### config.mk
export PLATFORM = sky130hd
export DESIGN_NAME = pirq_regs
export DESIGN_NICKNAME = d
export VERILOG_FILES = /design/src/include/pirq_pkg.sv /design/src/logic/pirq_wmerge.sv /design/src/logic/pirq_decode.sv /design/src/logic/pirq_regs.sv
export VERILOG_INCLUDE_DIRS = /design/src /design/src/include
export SDC_FILE = /design/constraint.sdc
export NUM_CORES = 1
export LEC_CHECK = 0
export BUFFER_PORTS_ARGS = -buffer_cell sky130_fd_sc_hd__buf_2
export CAP_MARGIN = 20
export CORE_MARGIN = 2
export CORE_UTILIZATION = 25
export DETAILED_ROUTE_END_ITERATION = 7
export PLACE_DENSITY = 0.56
export SETUP_SLACK_MARGIN = 0.3
export SLEW_MARGIN = 15
export SYNTH_ARGS = -nofsm -noshare
export SYNTH_HDL_FRONTEND = slang
export SYNTH_SLANG_ARGS = --single-unit
### constraint.sdc
create_clock -name SYS_CLK -period 1.8 [get_ports SYS_CLK]
set_clock_uncertainty 0.2 [all_clocks]
set_input_delay 0 -clock SYS_CLK [delete_from_list [all_inputs] [get_ports SYS_CLK]]
set_output_delay 0 -clock SYS_CLK [all_outputs]
set_load 0.005 [all_outputs]
### src/include/pirq_map.svh
// Offsets, field slots, masks and reset values of the priority registers.
// Included by its bare name; definitions only.
`ifndef PIRQ_MAP_SVH
`define PIRQ_MAP_SVH

// Register indices; byte address is four times the index
`define PIRQ_IDX_THREE 3'h3
`define PIRQ_IDX_FOUR  3'h4
`define PIRQ_IDX_FIVE  3'h5
`define PIRQ_IDX_SIX   3'h6

// Writable and readable bits; all other bits are reserved
`define PIRQ_MASK_THREE 16'h000c
`define PIRQ_MASK_FOUR  16'hfc3f
`define PIRQ_MASK_FIVE  16'hff3f
`define PIRQ_MASK_SIX   16'hffcf

`define PIRQ_CFG_RESET 16'h0000

// Field codes and decoded levels
`define PIRQ_CODE_OFF 2'h0
`define PIRQ_CODE_L0  2'h1
`define PIRQ_CODE_L1  2'h2
`define PIRQ_CODE_L2  2'h3
`define PIRQ_LEVEL_0  2'h0
`define PIRQ_LEVEL_1  2'h1
`define PIRQ_LEVEL_2  2'h2

// Field slots: slot k is bits 2k+1..2k
`define PIRQ_SLOT_CAN_BUS_OFF   1
`define PIRQ_SLOT_SP0_RX_FULL   7
`define PIRQ_SLOT_SP1_TX_EMPTY  6
`define PIRQ_SLOT_SP1_RX_FULL   5
`define PIRQ_SLOT_PORT_A        2
`define PIRQ_SLOT_PORT_B        1
`define PIRQ_SLOT_PORT_C        0
`define PIRQ_SLOT_DEC1_INDEX    7
`define PIRQ_SLOT_DEC1_HOME     6
`define PIRQ_SLOT_SC1_RX_FULL   5
`define PIRQ_SLOT_SC1_RX_ERROR  4
`define PIRQ_SLOT_SC1_TX_IDLE   2
`define PIRQ_SLOT_SC1_TX_EMPTY  1
`define PIRQ_SLOT_SP0_TX_EMPTY  0
`define PIRQ_SLOT_TIMER_C0      7
`define PIRQ_SLOT_TIMER_D3      6
`define PIRQ_SLOT_TIMER_D2      5
`define PIRQ_SLOT_TIMER_D1      4
`define PIRQ_SLOT_TIMER_D0      3
`define PIRQ_SLOT_DEC0_INDEX    1
`define PIRQ_SLOT_DEC0_HOME     0

`endif

### src/include/pirq_pkg.sv
// Types shared by the priority register bank.
// Stands alone; compiled before the modules.
package pirq_pkg;

  typedef enum logic {
    PIRQ_IDLE,
    PIRQ_ANSWER
  } pirq_phase_type;

  typedef struct packed {
    pirq_phase_type   phase;
    logic [31:0]      rdata;
    logic [3:0][15:0] cfg;
    logic [3:0][7:0]  en;
    logic [3:0][15:0] lvl;
  } pirq_state_type;

endpackage : pirq_pkg

### src/logic/pirq_wmerge.sv
// Write merge of one 16-bit priority register.
// Assumes the caller qualifies the write strobe with the bus handshake.
module pirq_wmerge (
  // Current value and write request
  input  wire logic [15:0] cur,
  input  wire logic [15:0] wdata,
  input  wire logic [1:0]  be,
  input  wire logic        wr,
  input  wire logic [15:0] mask,
  // Next value
  output logic      [15:0] next_value
);

  logic [15:0] merged;

  always_comb begin
    merged = cur;
    if (wr && be[0]) begin
      merged[7:0] = wdata[7:0];
    end
    if (wr && be[1]) begin
      merged[15:8] = wdata[15:8];
    end
    // Reserved bits never store a written one
    next_value = merged & mask;
  end

endmodule : pirq_wmerge

### src/logic/pirq_decode.sv
// Decodes the eight 2-bit fields of one register into enable and level.
// Clears reserved slots itself by ANDing the value with the mask input.
`include "pirq_map.svh"

module pirq_decode (
  // Register value
  input  wire logic [15:0] cfg,
  input  wire logic [15:0] mask,
  // Per-slot result
  output logic      [7:0]  en,
  output logic      [15:0] lvl
);

  function automatic logic [2:0] decode_level(input logic [1:0] code);
    case (code)
      `PIRQ_CODE_L0:  decode_level = {1'b1, `PIRQ_LEVEL_0};
      `PIRQ_CODE_L1:  decode_level = {1'b1, `PIRQ_LEVEL_1};
      `PIRQ_CODE_L2:  decode_level = {1'b1, `PIRQ_LEVEL_2};
      default:        decode_level = {1'b0, `PIRQ_LEVEL_0};
    endcase
  endfunction : decode_level

  logic [15:0] live;
  logic [2:0]  res;

  always_comb begin
    live = cfg & mask;
    en   = 8'h00;
    lvl  = 16'h0000;
    res  = 3'h0;
    for (int k = 0; k < 8; k++) begin
      res          = decode_level(live[2*k +: 2]);
      en[k]        = res[2];
      lvl[2*k +: 2] = res[1:0];
    end
  end

endmodule : pirq_decode

### src/logic/pirq_regs.sv
// Interrupt priority register bank, three to six, with decoded outputs.
// Assumes an Avalon-MM master on SYS_CLK and arbitration logic downstream.
// What this block does
// - Field code 01 gives level 0, 10 gives level 1 and 11 gives level 2.
// - Code 00 disables the source, and every field is 00 after reset.
// - No source can be given a level above 2.
// - Reserved bits read as zero and ignore writes.
// - Register three holds the CAN bus-off field in bits 3-2, bits 1-0 reserved.
// - Register four holds SP0 rx-full, SP1 tx-empty and SP1 rx-full in 15-10.
// - Register four reserves bits 9-6 and holds ports A, B, C in bits 5-0.
// - Register five holds decoder 1 index, home, SC1 rx-full, rx-error in 15-8.
// - Register five reserves 7-6, holds SC1 idle, SC1 empty, SP0 empty in 5-0.
// - Register six holds timer C0 and timer D3, D2, D1, D0 in bits 15-6.
// - Register six reserves 5-4, holds decoder 0 index and home in 3-0.
`include "pirq_map.svh"

module pirq_regs (
  // Clock and reset
  input  wire logic        SYS_CLK,
  input  wire logic        RST_N,
  // Avalon-MM slave
  input  wire logic [4:0]  AVS_ADDRESS,
  input  wire logic        AVS_READ,
  input  wire logic        AVS_WRITE,
  input  wire logic [31:0] AVS_WRITEDATA,
  input  wire logic [3:0]  AVS_BYTEENABLE,
  output logic      [31:0] AVS_READDATA,
  output logic             AVS_WAITREQUEST,
  // Register three
  output logic             CAN_BUS_OFF_EN,
  output logic      [1:0]  CAN_BUS_OFF_LEVEL,
  // Register four
  output logic             SP0_RX_FULL_EN,
  output logic      [1:0]  SP0_RX_FULL_LEVEL,
  output logic             SP1_TX_EMPTY_EN,
  output logic      [1:0]  SP1_TX_EMPTY_LEVEL,
  output logic             SP1_RX_FULL_EN,
  output logic      [1:0]  SP1_RX_FULL_LEVEL,
  output logic             PORT_A_PIN_EN,
  output logic      [1:0]  PORT_A_PIN_LEVEL,
  output logic             PORT_B_PIN_EN,
  output logic      [1:0]  PORT_B_PIN_LEVEL,
  output logic             PORT_C_PIN_EN,
  output logic      [1:0]  PORT_C_PIN_LEVEL,
  // Register five
  output logic             DECODER1_INDEX_EN,
  output logic      [1:0]  DECODER1_INDEX_LEVEL,
  output logic             DECODER1_HOME_WDOG_EN,
  output logic      [1:0]  DECODER1_HOME_WDOG_LEVEL,
  output logic             SC1_RX_FULL_EN,
  output logic      [1:0]  SC1_RX_FULL_LEVEL,
  output logic             SC1_RX_ERROR_EN,
  output logic      [1:0]  SC1_RX_ERROR_LEVEL,
  output logic             SC1_TX_IDLE_EN,
  output logic      [1:0]  SC1_TX_IDLE_LEVEL,
  output logic             SC1_TX_EMPTY_EN,
  output logic      [1:0]  SC1_TX_EMPTY_LEVEL,
  output logic             SP0_TX_EMPTY_EN,
  output logic      [1:0]  SP0_TX_EMPTY_LEVEL,
  // Register six
  output logic             TIMER_C_CH0_EN,
  output logic      [1:0]  TIMER_C_CH0_LEVEL,
  output logic             TIMER_D_CH3_EN,
  output logic      [1:0]  TIMER_D_CH3_LEVEL,
  output logic             TIMER_D_CH2_EN,
  output logic      [1:0]  TIMER_D_CH2_LEVEL,
  output logic             TIMER_D_CH1_EN,
  output logic      [1:0]  TIMER_D_CH1_LEVEL,
  output logic             TIMER_D_CH0_EN,
  output logic      [1:0]  TIMER_D_CH0_LEVEL,
  output logic             DECODER0_INDEX_EN,
  output logic      [1:0]  DECODER0_INDEX_LEVEL,
  output logic             DECODER0_HOME_WDOG_EN,
  output logic      [1:0]  DECODER0_HOME_WDOG_LEVEL
);

  pirq_pkg::pirq_state_type st;
  pirq_pkg::pirq_state_type next_st;

  logic             req;
  logic [2:0]       idx;
  logic             commit;
  logic [3:0]       wr_sel;
  logic [3:0][15:0] next_cfg;
  logic [3:0][7:0]  next_en;
  logic [3:0][15:0] next_lvl;

  // Unmapped indices read as zero
  function automatic logic [15:0] read_value(
    input logic [2:0]       ri,
    input logic [3:0][15:0] cfg
  );
    case (ri)
      `PIRQ_IDX_THREE: read_value = cfg[0] & `PIRQ_MASK_THREE;
      `PIRQ_IDX_FOUR:  read_value = cfg[1] & `PIRQ_MASK_FOUR;
      `PIRQ_IDX_FIVE:  read_value = cfg[2] & `PIRQ_MASK_FIVE;
      `PIRQ_IDX_SIX:   read_value = cfg[3] & `PIRQ_MASK_SIX;
      default:         read_value = 16'h0000;
    endcase
  endfunction : read_value

  assign req    = AVS_READ | AVS_WRITE;
  assign idx    = AVS_ADDRESS[4:2];
  // Write lands only at the edge where waitrequest is seen low
  assign commit = AVS_WRITE & (st.phase == pirq_pkg::PIRQ_ANSWER);

  assign wr_sel[0] = commit & (idx == `PIRQ_IDX_THREE);
  assign wr_sel[1] = commit & (idx == `PIRQ_IDX_FOUR);
  assign wr_sel[2] = commit & (idx == `PIRQ_IDX_FIVE);
  assign wr_sel[3] = commit & (idx == `PIRQ_IDX_SIX);

  // One wait state: simple decode, no combinational read path to the bus
  assign AVS_WAITREQUEST = req & (st.phase != pirq_pkg::PIRQ_ANSWER);
  assign AVS_READDATA    = st.rdata;

  pirq_wmerge u_merge_three (
    .cur        (st.cfg[0]),
    .wdata      (AVS_WRITEDATA[15:0]),
    .be         (AVS_BYTEENABLE[1:0]),
    .wr         (wr_sel[0]),
    .mask       (`PIRQ_MASK_THREE),
    .next_value (next_cfg[0])
  );

  pirq_wmerge u_merge_four (
    .cur        (st.cfg[1]),
    .wdata      (AVS_WRITEDATA[15:0]),
    .be         (AVS_BYTEENABLE[1:0]),
    .wr         (wr_sel[1]),
    .mask       (`PIRQ_MASK_FOUR),
    .next_value (next_cfg[1])
  );

  pirq_wmerge u_merge_five (
    .cur        (st.cfg[2]),
    .wdata      (AVS_WRITEDATA[15:0]),
    .be         (AVS_BYTEENABLE[1:0]),
    .wr         (wr_sel[2]),
    .mask       (`PIRQ_MASK_FIVE),
    .next_value (next_cfg[2])
  );

  pirq_wmerge u_merge_six (
    .cur        (st.cfg[3]),
    .wdata      (AVS_WRITEDATA[15:0]),
    .be         (AVS_BYTEENABLE[1:0]),
    .wr         (wr_sel[3]),
    .mask       (`PIRQ_MASK_SIX),
    .next_value (next_cfg[3])
  );

  // Decoding the next value keeps outputs in step with the register
  pirq_decode u_dec_three (
    .cfg  (next_cfg[0]),
    .mask (`PIRQ_MASK_THREE),
    .en   (next_en[0]),
    .lvl  (next_lvl[0])
  );

  pirq_decode u_dec_four (
    .cfg  (next_cfg[1]),
    .mask (`PIRQ_MASK_FOUR),
    .en   (next_en[1]),
    .lvl  (next_lvl[1])
  );

  pirq_decode u_dec_five (
    .cfg  (next_cfg[2]),
    .mask (`PIRQ_MASK_FIVE),
    .en   (next_en[2]),
    .lvl  (next_lvl[2])
  );

  pirq_decode u_dec_six (
    .cfg  (next_cfg[3]),
    .mask (`PIRQ_MASK_SIX),
    .en   (next_en[3]),
    .lvl  (next_lvl[3])
  );

  always_comb begin
    next_st = st;
    case (st.phase)
      pirq_pkg::PIRQ_IDLE: begin
        if (req) begin
          next_st.phase = pirq_pkg::PIRQ_ANSWER;
          next_st.rdata = {16'h0000, read_value(idx, st.cfg)};
        end
      end
      pirq_pkg::PIRQ_ANSWER: begin
        next_st.phase = pirq_pkg::PIRQ_IDLE;
      end
      default: begin
        next_st.phase = pirq_pkg::PIRQ_IDLE;
      end
    endcase
    next_st.cfg = next_cfg;
    next_st.en  = next_en;
    next_st.lvl = next_lvl;
  end

  always_ff @(posedge SYS_CLK) begin
    if (!RST_N) begin
      st.phase <= pirq_pkg::PIRQ_IDLE;
      st.rdata <= 32'h00000000;
      st.cfg   <= {4{`PIRQ_CFG_RESET}};
      st.en    <= 32'h00000000;
      st.lvl   <= 64'h0000000000000000;
    end else begin
      st <= next_st;
    end
  end

  // Register three
  assign CAN_BUS_OFF_EN    = st.en[0][`PIRQ_SLOT_CAN_BUS_OFF];
  assign CAN_BUS_OFF_LEVEL = st.lvl[0][2*`PIRQ_SLOT_CAN_BUS_OFF +: 2];

  // Register four
  assign SP0_RX_FULL_EN     = st.en[1][`PIRQ_SLOT_SP0_RX_FULL];
  assign SP0_RX_FULL_LEVEL  = st.lvl[1][2*`PIRQ_SLOT_SP0_RX_FULL +: 2];
  assign SP1_TX_EMPTY_EN    = st.en[1][`PIRQ_SLOT_SP1_TX_EMPTY];
  assign SP1_TX_EMPTY_LEVEL = st.lvl[1][2*`PIRQ_SLOT_SP1_TX_EMPTY +: 2];
  assign SP1_RX_FULL_EN     = st.en[1][`PIRQ_SLOT_SP1_RX_FULL];
  assign SP1_RX_FULL_LEVEL  = st.lvl[1][2*`PIRQ_SLOT_SP1_RX_FULL +: 2];
  assign PORT_A_PIN_EN      = st.en[1][`PIRQ_SLOT_PORT_A];
  assign PORT_A_PIN_LEVEL   = st.lvl[1][2*`PIRQ_SLOT_PORT_A +: 2];
  assign PORT_B_PIN_EN      = st.en[1][`PIRQ_SLOT_PORT_B];
  assign PORT_B_PIN_LEVEL   = st.lvl[1][2*`PIRQ_SLOT_PORT_B +: 2];
  assign PORT_C_PIN_EN      = st.en[1][`PIRQ_SLOT_PORT_C];
  assign PORT_C_PIN_LEVEL   = st.lvl[1][2*`PIRQ_SLOT_PORT_C +: 2];

  // Register five
  assign DECODER1_INDEX_EN        = st.en[2][`PIRQ_SLOT_DEC1_INDEX];
  assign DECODER1_INDEX_LEVEL     = st.lvl[2][2*`PIRQ_SLOT_DEC1_INDEX +: 2];
  assign DECODER1_HOME_WDOG_EN    = st.en[2][`PIRQ_SLOT_DEC1_HOME];
  assign DECODER1_HOME_WDOG_LEVEL = st.lvl[2][2*`PIRQ_SLOT_DEC1_HOME +: 2];
  assign SC1_RX_FULL_EN           = st.en[2][`PIRQ_SLOT_SC1_RX_FULL];
  assign SC1_RX_FULL_LEVEL        = st.lvl[2][2*`PIRQ_SLOT_SC1_RX_FULL +: 2];
  assign SC1_RX_ERROR_EN          = st.en[2][`PIRQ_SLOT_SC1_RX_ERROR];
  assign SC1_RX_ERROR_LEVEL       = st.lvl[2][2*`PIRQ_SLOT_SC1_RX_ERROR +: 2];
  assign SC1_TX_IDLE_EN           = st.en[2][`PIRQ_SLOT_SC1_TX_IDLE];
  assign SC1_TX_IDLE_LEVEL        = st.lvl[2][2*`PIRQ_SLOT_SC1_TX_IDLE +: 2];
  assign SC1_TX_EMPTY_EN          = st.en[2][`PIRQ_SLOT_SC1_TX_EMPTY];
  assign SC1_TX_EMPTY_LEVEL       = st.lvl[2][2*`PIRQ_SLOT_SC1_TX_EMPTY +: 2];
  assign SP0_TX_EMPTY_EN          = st.en[2][`PIRQ_SLOT_SP0_TX_EMPTY];
  assign SP0_TX_EMPTY_LEVEL       = st.lvl[2][2*`PIRQ_SLOT_SP0_TX_EMPTY +: 2];

  // Register six
  assign TIMER_C_CH0_EN           = st.en[3][`PIRQ_SLOT_TIMER_C0];
  assign TIMER_C_CH0_LEVEL        = st.lvl[3][2*`PIRQ_SLOT_TIMER_C0 +: 2];
  assign TIMER_D_CH3_EN           = st.en[3][`PIRQ_SLOT_TIMER_D3];
  assign TIMER_D_CH3_LEVEL        = st.lvl[3][2*`PIRQ_SLOT_TIMER_D3 +: 2];
  assign TIMER_D_CH2_EN           = st.en[3][`PIRQ_SLOT_TIMER_D2];
  assign TIMER_D_CH2_LEVEL        = st.lvl[3][2*`PIRQ_SLOT_TIMER_D2 +: 2];
  assign TIMER_D_CH1_EN           = st.en[3][`PIRQ_SLOT_TIMER_D1];
  assign TIMER_D_CH1_LEVEL        = st.lvl[3][2*`PIRQ_SLOT_TIMER_D1 +: 2];
  assign TIMER_D_CH0_EN           = st.en[3][`PIRQ_SLOT_TIMER_D0];
  assign TIMER_D_CH0_LEVEL        = st.lvl[3][2*`PIRQ_SLOT_TIMER_D0 +: 2];
  assign DECODER0_INDEX_EN        = st.en[3][`PIRQ_SLOT_DEC0_INDEX];
  assign DECODER0_INDEX_LEVEL     = st.lvl[3][2*`PIRQ_SLOT_DEC0_INDEX +: 2];
  assign DECODER0_HOME_WDOG_EN    = st.en[3][`PIRQ_SLOT_DEC0_HOME];
  assign DECODER0_HOME_WDOG_LEVEL = st.lvl[3][2*`PIRQ_SLOT_DEC0_HOME +: 2];

endmodule : pirq_regs

Word level (Yosys, flattened, before mapping)
Cells that the tools add are included.
{"block": "totals", "inputBits": 45, "register_bits": 124, "elab_cells": 129, "out_inout_bits": 96}
{"block": "classes", "mux": 31, "eq_ne": 67, "bitwise": 8, "n_reduce_logical": 8}
{"operator": "$pmux 3 s3", "n": 21}
{"operator": "$eq 2x2->1 const B", "n": 42}
{"operator": "$pmux 16 s4", "n": 1}
{"operator": "$eq 2x1->1 const B", "n": 21}
{"operator": "$mux 33", "n": 1}
{"operator": "$mux 8", "n": 4}
{"operator": "$mux 6", "n": 2}
{"operator": "$eq 3x3->1 const B", "n": 3}
{"operator": "$logic_and 1x1->1", "n": 7}
{"operator": "$and 1x1->1", "n": 6}
{"operator": "$mux 4", "n": 1}
{"operator": "$eq 3x2->1 const B", "n": 1}
{"operator": "$pmux 1 s2", "n": 1}
{"operator": "$reduce_and 2->1", "n": 1}
{"operator": "$not 1->1", "n": 1}
{"operator": "$or 1x1->1", "n": 1}

Logic depth before layout (Yosys ltp)
Gate-level depths: netlist of the first run.
{"block": "depth", "word_depth": 6, "depth_mapped": 7, "ltp_nobuf": 5}

Hierarchy
Synthesis of the first run repeated with hierarchy kept, for this count alone.
{"block": "hier_totals", "cells_unflattened": 836, "area_unflattened_um2": 7048.0}
{"module": "pirq_regs", "seq_area_each_um2": 2882.8, "cells_per_inst": 452, "area_per_inst_um2": 4906.0, "n_inst": 1}
{"module": "pirq_wmerge", "seq_area_each_um2": 0.0, "cells_per_inst": 56, "area_per_inst_um2": 375.4, "n_inst": 4}
{"module": "pirq_decode", "seq_area_each_um2": 0.0, "cells_per_inst": 40, "area_per_inst_um2": 160.2, "n_inst": 4}

Worst setup path after synthesis of the first run
Ideal clock, no wire load.
{"block": "synth_path", "path_kind": "register to register", "start": "register st[192] (netlist name)", "end": "register st, in the netlist PORT_A_PIN_EN", "setup_ns": 0.136, "path_stages_with_launch": 6, "required_time_ns": 1.464, "t_arrival_ns": 1.191, "path_buffers": 1, "period_less_slack_ns": 1.526, "path_slack_ns": 0.274, "cell_sequence": "dfxtp_1 > nand4_1 > or3_1 > clkbuf_1 > nor3_1 > a211oi_1"}
{"block": "synth_between", "elab_chain_len": 6, "word_cells_on_any_way": 8, "classes_between": "3 x eq/ne; 2 x mux; 2 x bitwise; 1 x reduce/logical"}
{"item": "from (decl)", "line": "pirq_regs.sv:77", "rtl": "pirq_pkg::pirq_state_type st;"}
{"item": "from (signal assigned)", "line": "pirq_regs.sv:210", "rtl": "st <= next_st;"}
{"item": "$and 1x1->1 (*)", "line": "pirq_regs.sv:105", "rtl": "assign commit = AVS_WRITE & (st.phase == pirq_pkg::PIRQ_ANSWER);"}
{"item": "$and 1x1->1 (*)", "line": "pirq_regs.sv:108", "rtl": "assign wr_sel[1] = commit & (idx == `PIRQ_IDX_FOUR);"}
{"item": "$logic_and 1x1->1 (*)", "line": "pirq_wmerge.sv:18", "rtl": "if (wr && be[0]) begin"}
{"item": "$mux 6 (*)", "line": "pirq_wmerge.sv:18"}
{"item": "$eq 2x2->1 or $eq 2x1->1 (tied branches)", "line": "pirq_decode.sv:15", "rtl": "case (code)"}
{"item": "$pmux 3 s3 (*)", "line": "pirq_decode.sv:15"}
Every way passes the cells marked *; elsewhere a longest branch is shown, timed or not.
A chain may end at the register's enable or synchronous reset.

Worst setup path after layout of the first run
Ends and elaborated chain as after synthesis.

==> impl_metrics.ini, run 1 <==
[power]
power_density_nw_per_um2 = 938.9
peakVddDrop_uv = 562.5
p_total_w = 0.006713
leakagePower_nw = 2.828

[cells_and_area]
final_common_cell = dfxtp_1
largest_register_ffs = 43
fin_nets = 749
drive_gt1_share_pct = 30.54
diodes = 0
fillCellCount = 2154
largest-register = st
syn_to_final_growth_pct = 31.87
most-common-layout-cells = dfxtp_1, buf_2, nand2_1

[grt]
grt_pass1_vias = 4243
antenna_found_initial = 1
grt-ovfl-total = 0
grt_max_degree = 59
grtUsageTotal_pct = 13.12
grt_pass1_wl_um = 22820

[sta]
max_slew_margin_pct = 54.66
hold_viol = 43
fin_crit_ns = 1.564
rsz0062_at_grt = true
holdWs_ns = -0.1061
tns_ns = 0
worst_pin_slew_ns = 0.6779
fin_crit_sh_pct = 86.87
max_freq_ghz = 0.6395
maxSlewViolCount = 0
setup_viol = 0

[clock_tree]
cts.sinks = 122
clockBufferDepth = 2
postCtsHoldBufs = 38
cts_tree = built
h-tree-depth = 4
clockRootBuffer = clkbuf_16
cts_buffers = 17
clkTransAtPathRegs_ns = 0.06
clk_latency_ns = 0.42

[synth]
syn_area_um2 = 5421
ys_async_sr_fraction_pct = 0
seq_area_frac_synth_pct = 45.05
synth_largest_area_cell = dfxtp_1
yosysTopAreaCellShare_pct = 45.05
yosysWarnings = 0
synth.ff_latch_count = 122
yosys-top-cells-area = dfxtp_1, buf_4, o21ai_0, nand2_1, nand3_1
synth-edff-count = 0
synth_cell_types = 45
synth_top_flop_cell = dfxtp_1
syn_inst = 624
avgSynthCellArea_um2 = 8.688

[place]
io_buffer_count = 104
dp_hpwl_um = 9771
place.gp.congestion = 0.7605

[floorplanning]
die-width_um = 151.3
fp-row-count = 53
die_height_um = 151.3
core_um2 = 21150
dieArea_um2 = 22880
num_io_pins = 141
start_util_pct = 25.63

[critical_path]
slowest_stage = dfxtp_4
arrival_ns = 1.65
worstPathCellList = nand4_1, or3_4, buf_12, nor3_2, a211oi_1
critPathBufInv = 1
critical-path-max-stage-delay_ns = 0.37
start_kind = register
crit_type = register to register
cp.required_ns = 1.89
cp_max_fo = 30
path_delay_family = simple AND/OR/NAND/NOR gates
worstSetupEndpointType = register

[drt]
wl_per_cell_um = 15.13
via_per_inst = 4.541
vias = 4505
routed_wirelength_um = 15010
first_pass_iters = 4
drtIter0Drc = 259
ant_nets = 0
drc = 0

[run_status]
outcome = finished, violations left
violations = hold timing

[hold_path]
hp-class = primary input to register

[flow_run]
maxCapViolations = 0
## final timing paths
check / startpoint / endpoint / slack, ns / cells after the start
max: st[192] / PORT_A_PIN_EN / 0.24 / 5
min: RST_N / TIMER_D_CH0_EN / -0.11 / 4
max reg2reg: st[192] / PORT_A_PIN_EN / 0.24 / 5
min reg2reg: AVS_READDATA[3] / AVS_READDATA[3] / 0.27 / 2
## layout make-up
class | instances | area (um^2) | area share (%)
clock buffer | 18 | 429.2 | 6.003
clock inverter | 14 | 197.7 | 2.765
inverter | 2 | 7.507 | 0.1050
multi-input combinational | 391 | 2432 | 34.02
sequential | 122 | 2446 | 34.21
tap | 275 | 344.1 | 4.813
timing repair buffer | 170 | 1292 | 18.08
## worst register-to-register path, stage by stage (launching register included)
cell	delay, ns
dfxtp_4	0.37
nand4_1	0.14
or3_4	0.37
buf_12	0.17
nor3_2	0.12
a211oi_1	0.06
## stage by stage
step	util, %	cell area (um^2)	cells	setup slack [ns]	hold slack, ns
after floorplan	-	5479	639	0.3045	-0.07035
after global placement	27.16	5746	913	0.1566	0.08167
after detailed placement	27.16	5746	913	0.1294	0.08752
after CTS	32.55	6887	988	0.2474	-0.1246
after global routing	33.80	7149	992	0.1112	-0.1014
final	33.80	7149	992	0.2364	-0.1061
## kinds of logic after synthesis
kind of cell              Yosys count  share of synthesized area (%)
muxes                              12                          2.216
DFF                               122                          45.05
AOI/OAI and AO/OA                 143                          16.29
other                               1                        0.06917
buffers and inverters             126                          15.23
xor gates and xnor gates            1                         0.1616
and+or+nand+nor                   219                          20.98
## cell usage after synthesis, drive strengths merged (9+ instances only)
cell type and n:
nand3 49, o21a 11, nor3 18, clkbuf 24, nand2b 9, o21ai 55
dfxtp 122, nand2 66, nor3b 11, a21oi 39, nand4 11, a211oi 14
buf 100, mux2i 12, nor2 29
## repair_timing
action	CTS	global route
gates resized for setup	13	56
pin swaps	1	23
hold endpoints to repair	115	36
gates cloned	2	2
buffers inserted	3	2
endpoints found under the setup margin	80	117
## report_power, final
part	total (W)	leakage, nW	internal [W]	switching (W)
registers	0.00272	0.984	0.00271	0.0000103
clock network	0.00360	0.289	0.00232	0.00128
logic	0.000387	1.56	0.000149	0.000238
total	0.00671	2.83	0.00518	0.00153
## metal layers
metal | part of all wire (%) | wire, um | vias up | GRT usage, %
met1 | 46 | 6954 | 2094 | 17.26
met5 | 0.073 | 11 | - | 0
met3 | 7.3 | 1096 | 18 | 4.458
li1 | - | - | 2254 | -
met2 | 44 | 6676 | 137 | 19.66
met4 | 1.8 | 270 | 2 | 5.234
(Power assumes the default switching activity.)
==> inputs of run 2 (changes only) <==
--- a/config.mk
+++ b/config.mk
@@ -10,8 +10,11 @@
 export CAP_MARGIN = 20
 export CORE_MARGIN = 2
 export CORE_UTILIZATION = 25
+export CTS_CLUSTER_SIZE = 24
 export DETAILED_ROUTE_END_ITERATION = 7
+export MAX_ROUTING_LAYER = met4
 export PLACE_DENSITY = 0.56
+export REMOVE_ABC_BUFFERS = 1
 export SETUP_SLACK_MARGIN = 0.3
 export SLEW_MARGIN = 15
 export SYNTH_ARGS = -nofsm -noshare
==> run 2 against run 1 <==
Compared with the run above: the flow still finishes with violations (hold timing); final cell count down 0.71%; worst hold slack better by 0.036 ns; die area unchanged; via count up 0.11%; count of clock-buffer cells in the layout up 6; sequential cell count unchanged; power down 5.8%; core utilization down 0.60 points; clock power down 10%; sequential share of layout area up 0.62 points; largest power group unchanged; largest cell class unchanged; cell area down 1.8%; first-iteration DRC count down 5.0%; critical endpoint is now DECODER1_HOME_WDOG_LEVEL[0].
==> impl_metrics.ini, run 2 (synthesis results as in run 1) <==
[critical_path]
crit_type = register to register
rrSetupSlack_ns = 0.24
cp.required_ns = 1.92
worstSetupEndpointType = register
reg2reg_to = DECODER1_HOME_WDOG_LEVEL[0]
critical-path-max-stage-delay_ns = 0.37
worstReg2RegStart = st[192]
r2r_cells = 5
start_kind = register
worstPathCellList = nand4_4, and2b_4, clkbuf_16, nor3b_1, o21a_1
slowest_stage = dfxtp_4
arrival_ns = 1.68
cp_max_fo = 6

[cells_and_area]
fin_cells = 985
seqCellArea_um2 = 2446
fin_nets = 742
fillCellCount = 2181
drive_gt1_share_pct = 30.28
syn_to_final_growth_pct = 29.52
most-common-layout-cells = dfxtp_1, buf_2, nand2_1
multi_input_comb_area_um2 = 2411
final_common_cell = dfxtp_1
largest_register_ffs = 43
design_area_um2 = 7022
diodes = 0
largest-register = st

[clock_tree]
clockBufferDepth = 2
cts_buffers = 17
postCtsHoldBufs = 28
clk_latency_ns = 0.42
cts_tree = built
clkTransAtPathRegs_ns = 0.05
h-tree-depth = 4
cts.sinks = 122
clockRootBuffer = clkbuf_16

[drt]
routed_wirelength_um = 15300
ant_nets = 0
vias = 4510
wl_met2_um = 7218
drc = 0
met1_length_um = 6605
highest_layer = met4
drtIter0Drc = 246
via_per_inst = 4.579
first_pass_iters = 4
wl_met3_um = 1141
wl_per_cell_um = 15.54

[grt]
grt_pass1_wl_um = 23000
grt_pass1_vias = 4127
grt_max_degree = 83
antenna_found_initial = 0
grt-ovfl-total = 0
grtUsageTotal_pct = 13.75

[hold_path]
holdCritStartpoint = RST_N
hp-class = primary input to register
hold_end = TIMER_C_CH0_LEVEL[0]
min_path_cells = 3

[sta]
max_freq_ghz = 0.6412
holdWs_ns = -0.06997
maxSlewViolCount = 0
setup_viol = 0
hold_viol = 21
fin_crit_sh_pct = 86.64
rsz0062_at_grt = true
fin_crit_ns = 1.560

[power]
seq_power_share_pct = 43.1
peakVddDrop_uv = 626.3
p_int_w = 0.004878
combPwrFrac_pct = 5.8
p_clk_share_pct = 51.1
leakagePower_nw = 2.795
switchingPower_w = 0.001446
switching_share_pct = 22.87
power_density_nw_per_um2 = 900.7

[place]
io_buffer_count = 104
dpl.cell_count = 912
place.gp.congestion = 0.8059
dpl_cell_area_um2 = 5738
dp_hpwl_um = 9429

[floorplanning]
start_util_pct = 25.63
die_height_um = 151.3
num_io_pins = 141
die-width_um = 151.3
dieArea_um2 = 22880
fp-row-count = 53
core_um2 = 21150

[run_status]
violations = hold timing
outcome = finished, violations left

[flow_run]
maxCapViolations = 0
run 2: how the worst max path moves through the flow:
| stage | start | end | slack (ns) | depth (start not counted) |
|---|---|---|---|---|
| 4_1_cts | st[192] | PORT_B_PIN_EN | 0.23 | 5 |
| 3_3_place_gp | AVS_ADDRESS[3] | TIMER_D_CH0_LEVEL[0] | 0.19 | 5 |
| 6_report | st[192] | DECODER1_HOME_WDOG_LEVEL[0] | 0.24 | 5 |
| 2_1_floorplan | st[192] | AVS_READDATA[15] | -0.05 | 5 |
| 5_1_grt | st[192] | TIMER_D_CH0_LEVEL[0] | 0.17 | 4 |
| 3_5_place_dp | AVS_ADDRESS[2] | SC1_RX_ERROR_EN | 0.18 | 6 |
run 2: timing repair:
action | in CTS | in global routing
pin swaps | 3 | 18
endpoints found under the hold margin | 114 | 12
buffers inserted | 4 | 3
cloned | 3 | 3
setup endpoints to repair | 86 | 93
gates resized for setup | 13 | 48
run 2: layout make-up:
type | instances | area share (%)
well taps | 275 | 4.900
clock buffers | 24 | 7.003
inverters | 2 | 0.1069
repair buffers | 163 | 17.85
flip-flops and latches | 122 | 34.84
multi-input cells | 391 | 34.34
clock inverters | 8 | 0.9622
run 2: power groups by stage:
stage	registers (W)	logic (W)	clock network (W)
3_3_place_gp	0.00278	0.000287	0
4_1_cts	0.00273	0.000351	0.00330
2_1_floorplan	0.00278	0.000106	0
3_5_place_dp	0.00278	0.000288	0
5_1_grt	0.00273	0.000403	0.00342
6_report	0.00273	0.000368	0.00323
run 2: critical path: cells and delay by family, from the launching register on:
family,cells,cell delay [ns]
AOI/OAI and AO/OA,1,0.17
buffers and inverters,1,0.18
DFF,1,0.37
and+or+nand+nor,3,0.54
run 2: metrics by stage:
step	hold slack (ns)	power, W	utilization (%)	setup TNS, ns	worst slack (ns)
after floorplan	-0.08227	0.002887	-	-0.3566	-0.05296
after global placement	0.08495	0.003069	27.12	0	0.1911
after detailed placement	0.09279	0.003070	27.12	0	0.1825
after CTS	-0.06333	0.006372	31.85	0	0.2309
after global routing	-0.04388	0.006550	33.19	0	0.1734
final	-0.06997	0.006325	33.19	0	0.2405
run 2: routing by layer:
layer | global-route usage [%] | up-vias
met5 | - | -
met4 | 5.374 | 0
met3 | 4.458 | 21
met2 | 20.79 | 137
met1 | 17.00 | 2114
li1 | - | 2238
==> inputs of run 3 (changes only) <==
--- a/config.mk
+++ b/config.mk
@@ -13,7 +13,7 @@
 export CTS_CLUSTER_SIZE = 24
 export DETAILED_ROUTE_END_ITERATION = 7
 export MAX_ROUTING_LAYER = met4
-export PLACE_DENSITY = 0.56
+export PLACE_DENSITY = 0.57
 export REMOVE_ABC_BUFFERS = 1
 export SETUP_SLACK_MARGIN = 0.3
 export SLEW_MARGIN = 15
==> constraint.sdc (replaced) <==
create_clock -name SYS_CLK -period 1.4 [get_ports SYS_CLK]
set_clock_uncertainty 0.2 [all_clocks]
set_input_delay 0 -clock SYS_CLK [delete_from_list [all_inputs] [get_ports SYS_CLK]]
set_output_delay 0 -clock SYS_CLK [all_outputs]
set_load 0.005 [all_outputs]
==> run 3 against run 2 <==
Compared with the run above: the run ends with hold timing, setup timing left; die area stayed put; combinational power grew 50%; power rose by 37%; register-to-register slack lost 0.43 ns; first-iteration DRC count grew 37%; clock power up 43%; wire length rose by 5.2%; global-route usage up 0.12 points; count of clock-buffer cells in the layout increased by 1.
==> impl_metrics.ini, run 3 (synthesis results as in run 1) <==
[clock_tree]
cts_tree = built
clkTransAtPathRegs_ns = 0.05
clk_latency_ns = 0.42
cts.sinks = 122
h-tree-depth = 4
cts_buffers = 17
clockRootBuffer = clkbuf_16
clockBufferDepth = 2

[sta]
max_freq_ghz = 0.6285
fin_crit_sh_pct = 113.7
setup_ws_ns = -0.1912
fin_crit_ns = 1.591
rsz0062_at_grt = true
setup_viol = 90
tns_ns = -7.850
holdWs_ns = -0.09850
hold_viol = 54
maxSlewViolCount = 0

[floorplanning]
start_util_pct = 25.63
num_io_pins = 141
die-width_um = 151.3
die_height_um = 151.3
dieArea_um2 = 22880
fp-row-count = 53
core_um2 = 21150

[critical_path]
worstSetupEndpointType = register
rrSetupSlack_ns = -0.19
crit_type = register to register
reg2reg_to = SP0_RX_FULL_LEVEL[1]
cp.required_ns = 1.55
cp_max_fo = 5
start_kind = register
crit_start = st[192]
endpoint = SP0_RX_FULL_LEVEL[1]
worstReg2RegStart = st[192]
arrival_ns = 1.75
r2r_cells = 7

[drt]
drtIter0Drc = 337
drc = 0
via_per_inst = 4.649
first_pass_iters = 4
routed_wirelength_um = 16100
wl_per_cell_um = 15.98
vias = 4682
ant_nets = 0

[grt]
grtUsageTotal_pct = 13.86
grt_pass1_vias = 4432
antenna_found_initial = 0
grt_max_degree = 46
grt-ovfl-total = 0
grt_pass1_wl_um = 23550

[cells_and_area]
syn_to_final_growth_pct = 44.70
diodes = 0
fin_util_pct = 37.09
final_common_cell = dfxtp_1
largest_register_ffs = 43
fin_nets = 764
most-common-layout-cells = dfxtp_1, buf_2, nand2_1
drive_gt1_share_pct = 46.99
largest-register = st

[power]
switchingPower_w = 0.001899
combPwrFrac_pct = 6.4
p_clk_share_pct = 53.2
seq_power_share_pct = 40.4
switching_share_pct = 21.90
peakVddDrop_uv = 572.6
p_int_w = 0.006772
power_density_nw_per_um2 = 1105
leakagePower_nw = 3.171

[flow_run]
maxCapViolations = 0

[place]
place.gp.congestion = 0.7676
io_buffer_count = 104
dp_hpwl_um = 10110

[run_status]
violations = hold timing, setup timing
outcome = finished, violations left

[hold_path]
hp-class = primary input to register
## run 3: cell types whose count changed in the layout (fill, tap and decap cells not counted), moves of 12 or more
cell / before / now
a21oi_1: 32 / 7
a21oi_2: 7 / 32
o21ai_0: 52 / 28
o21ai_1: 3 / 26
buf_6: 2 / 23
nand2_1: 61 / 42
dfxtp_1: 121 / 103
dfxtp_2: 0 / 18
nand3_1: 47 / 30
nand3_2: 1 / 16
nand2_4: 4 / 16
## run 3: how the worst min path moves through the flow
stage                      from                     endpoint  slack (ns)  depth (start not counted)
2_1_floorplan             RST_N  DECODER1_HOME_WDOG_LEVEL[0]       -0.08                          1
3_3_place_gp   AVS_WRITEDATA[7]                      st[151]        0.09                          3
3_5_place_dp   AVS_WRITEDATA[6]                      st[150]        0.09                          3
4_1_cts                   RST_N         CAN_BUS_OFF_LEVEL[0]       -0.15                          3
5_1_grt                   RST_N         TIMER_D_CH3_LEVEL[0]       -0.09                          3
6_report                  RST_N        SP1_TX_EMPTY_LEVEL[0]        -0.1                          3
## run 3: cell type report
class                           instances  area (um^2)
Fill cell                            2080        13310
Multi-Input combinational cell        392         2824
Sequential cell                       122         2469
Timing Repair Buffer                  184         1575
Clock buffer                           25        515.5
Tap cell                              275        344.1
Clock inverter                          7        110.1
Inverter                                2        7.507
## run 3: critical path, cell delays in order (launching register included)
cell	delay, ns
dfxtp_4	0.37
nand4_4	0.10
buf_6	0.15
nor3_4	0.16
buf_6	0.16
clkbuf_16	0.15
nand3_2	0.09
a21oi_2	0.15
## run 3: power by group through the flow
stage               registers (W)  logic [W]  clock network, W
finish                    0.00351   0.000553           0.00461
global route              0.00350   0.000599           0.00482
CTS                       0.00350   0.000484           0.00469
detailed placement        0.00358   0.000412                 0
global placement          0.00358   0.000411                 0
floorplan                 0.00358   0.000136                 0
## run 3: through the flow
stage          worst slack (ns)  area (um^2)  total power [W]  hold WS [ns]  std cells
2_1_floorplan           -0.4530         4659         0.003711      -0.08227        515
3_3_place_gp            -0.1932         5951         0.003988       0.08527        937
3_5_place_dp            -0.2241         5951         0.003990       0.08819        937
4_1_cts                 -0.1402         7119         0.008674       -0.1484        995
5_1_grt                 -0.2541         7845         0.008925      -0.08943       1007
6_report                -0.1912         7845         0.008670      -0.09850       1007
## run 3: what timing repair did
item / 4_1_cts / 5_1_grt
buffers inserted: 4 / 4
resized for setup: 80 / 147
hold buffers: 17 / 1
pin swaps: 34 / 54
cloned: 5 / 7
setup endpoints to repair: 134 / 138
hold endpoints to repair: 112 / 43
## run 3: per-layer routing
layer / track usage (%) / up-vias / share of wire [%]
met4: 7.056 / 0 / 3.5
met3: 3.825 / 45 / 6.3
li1: - / 2283 / -
met2: 21.31 / 142 / 47
met5: - / - / 0
met1: 16.63 / 2212 / 43
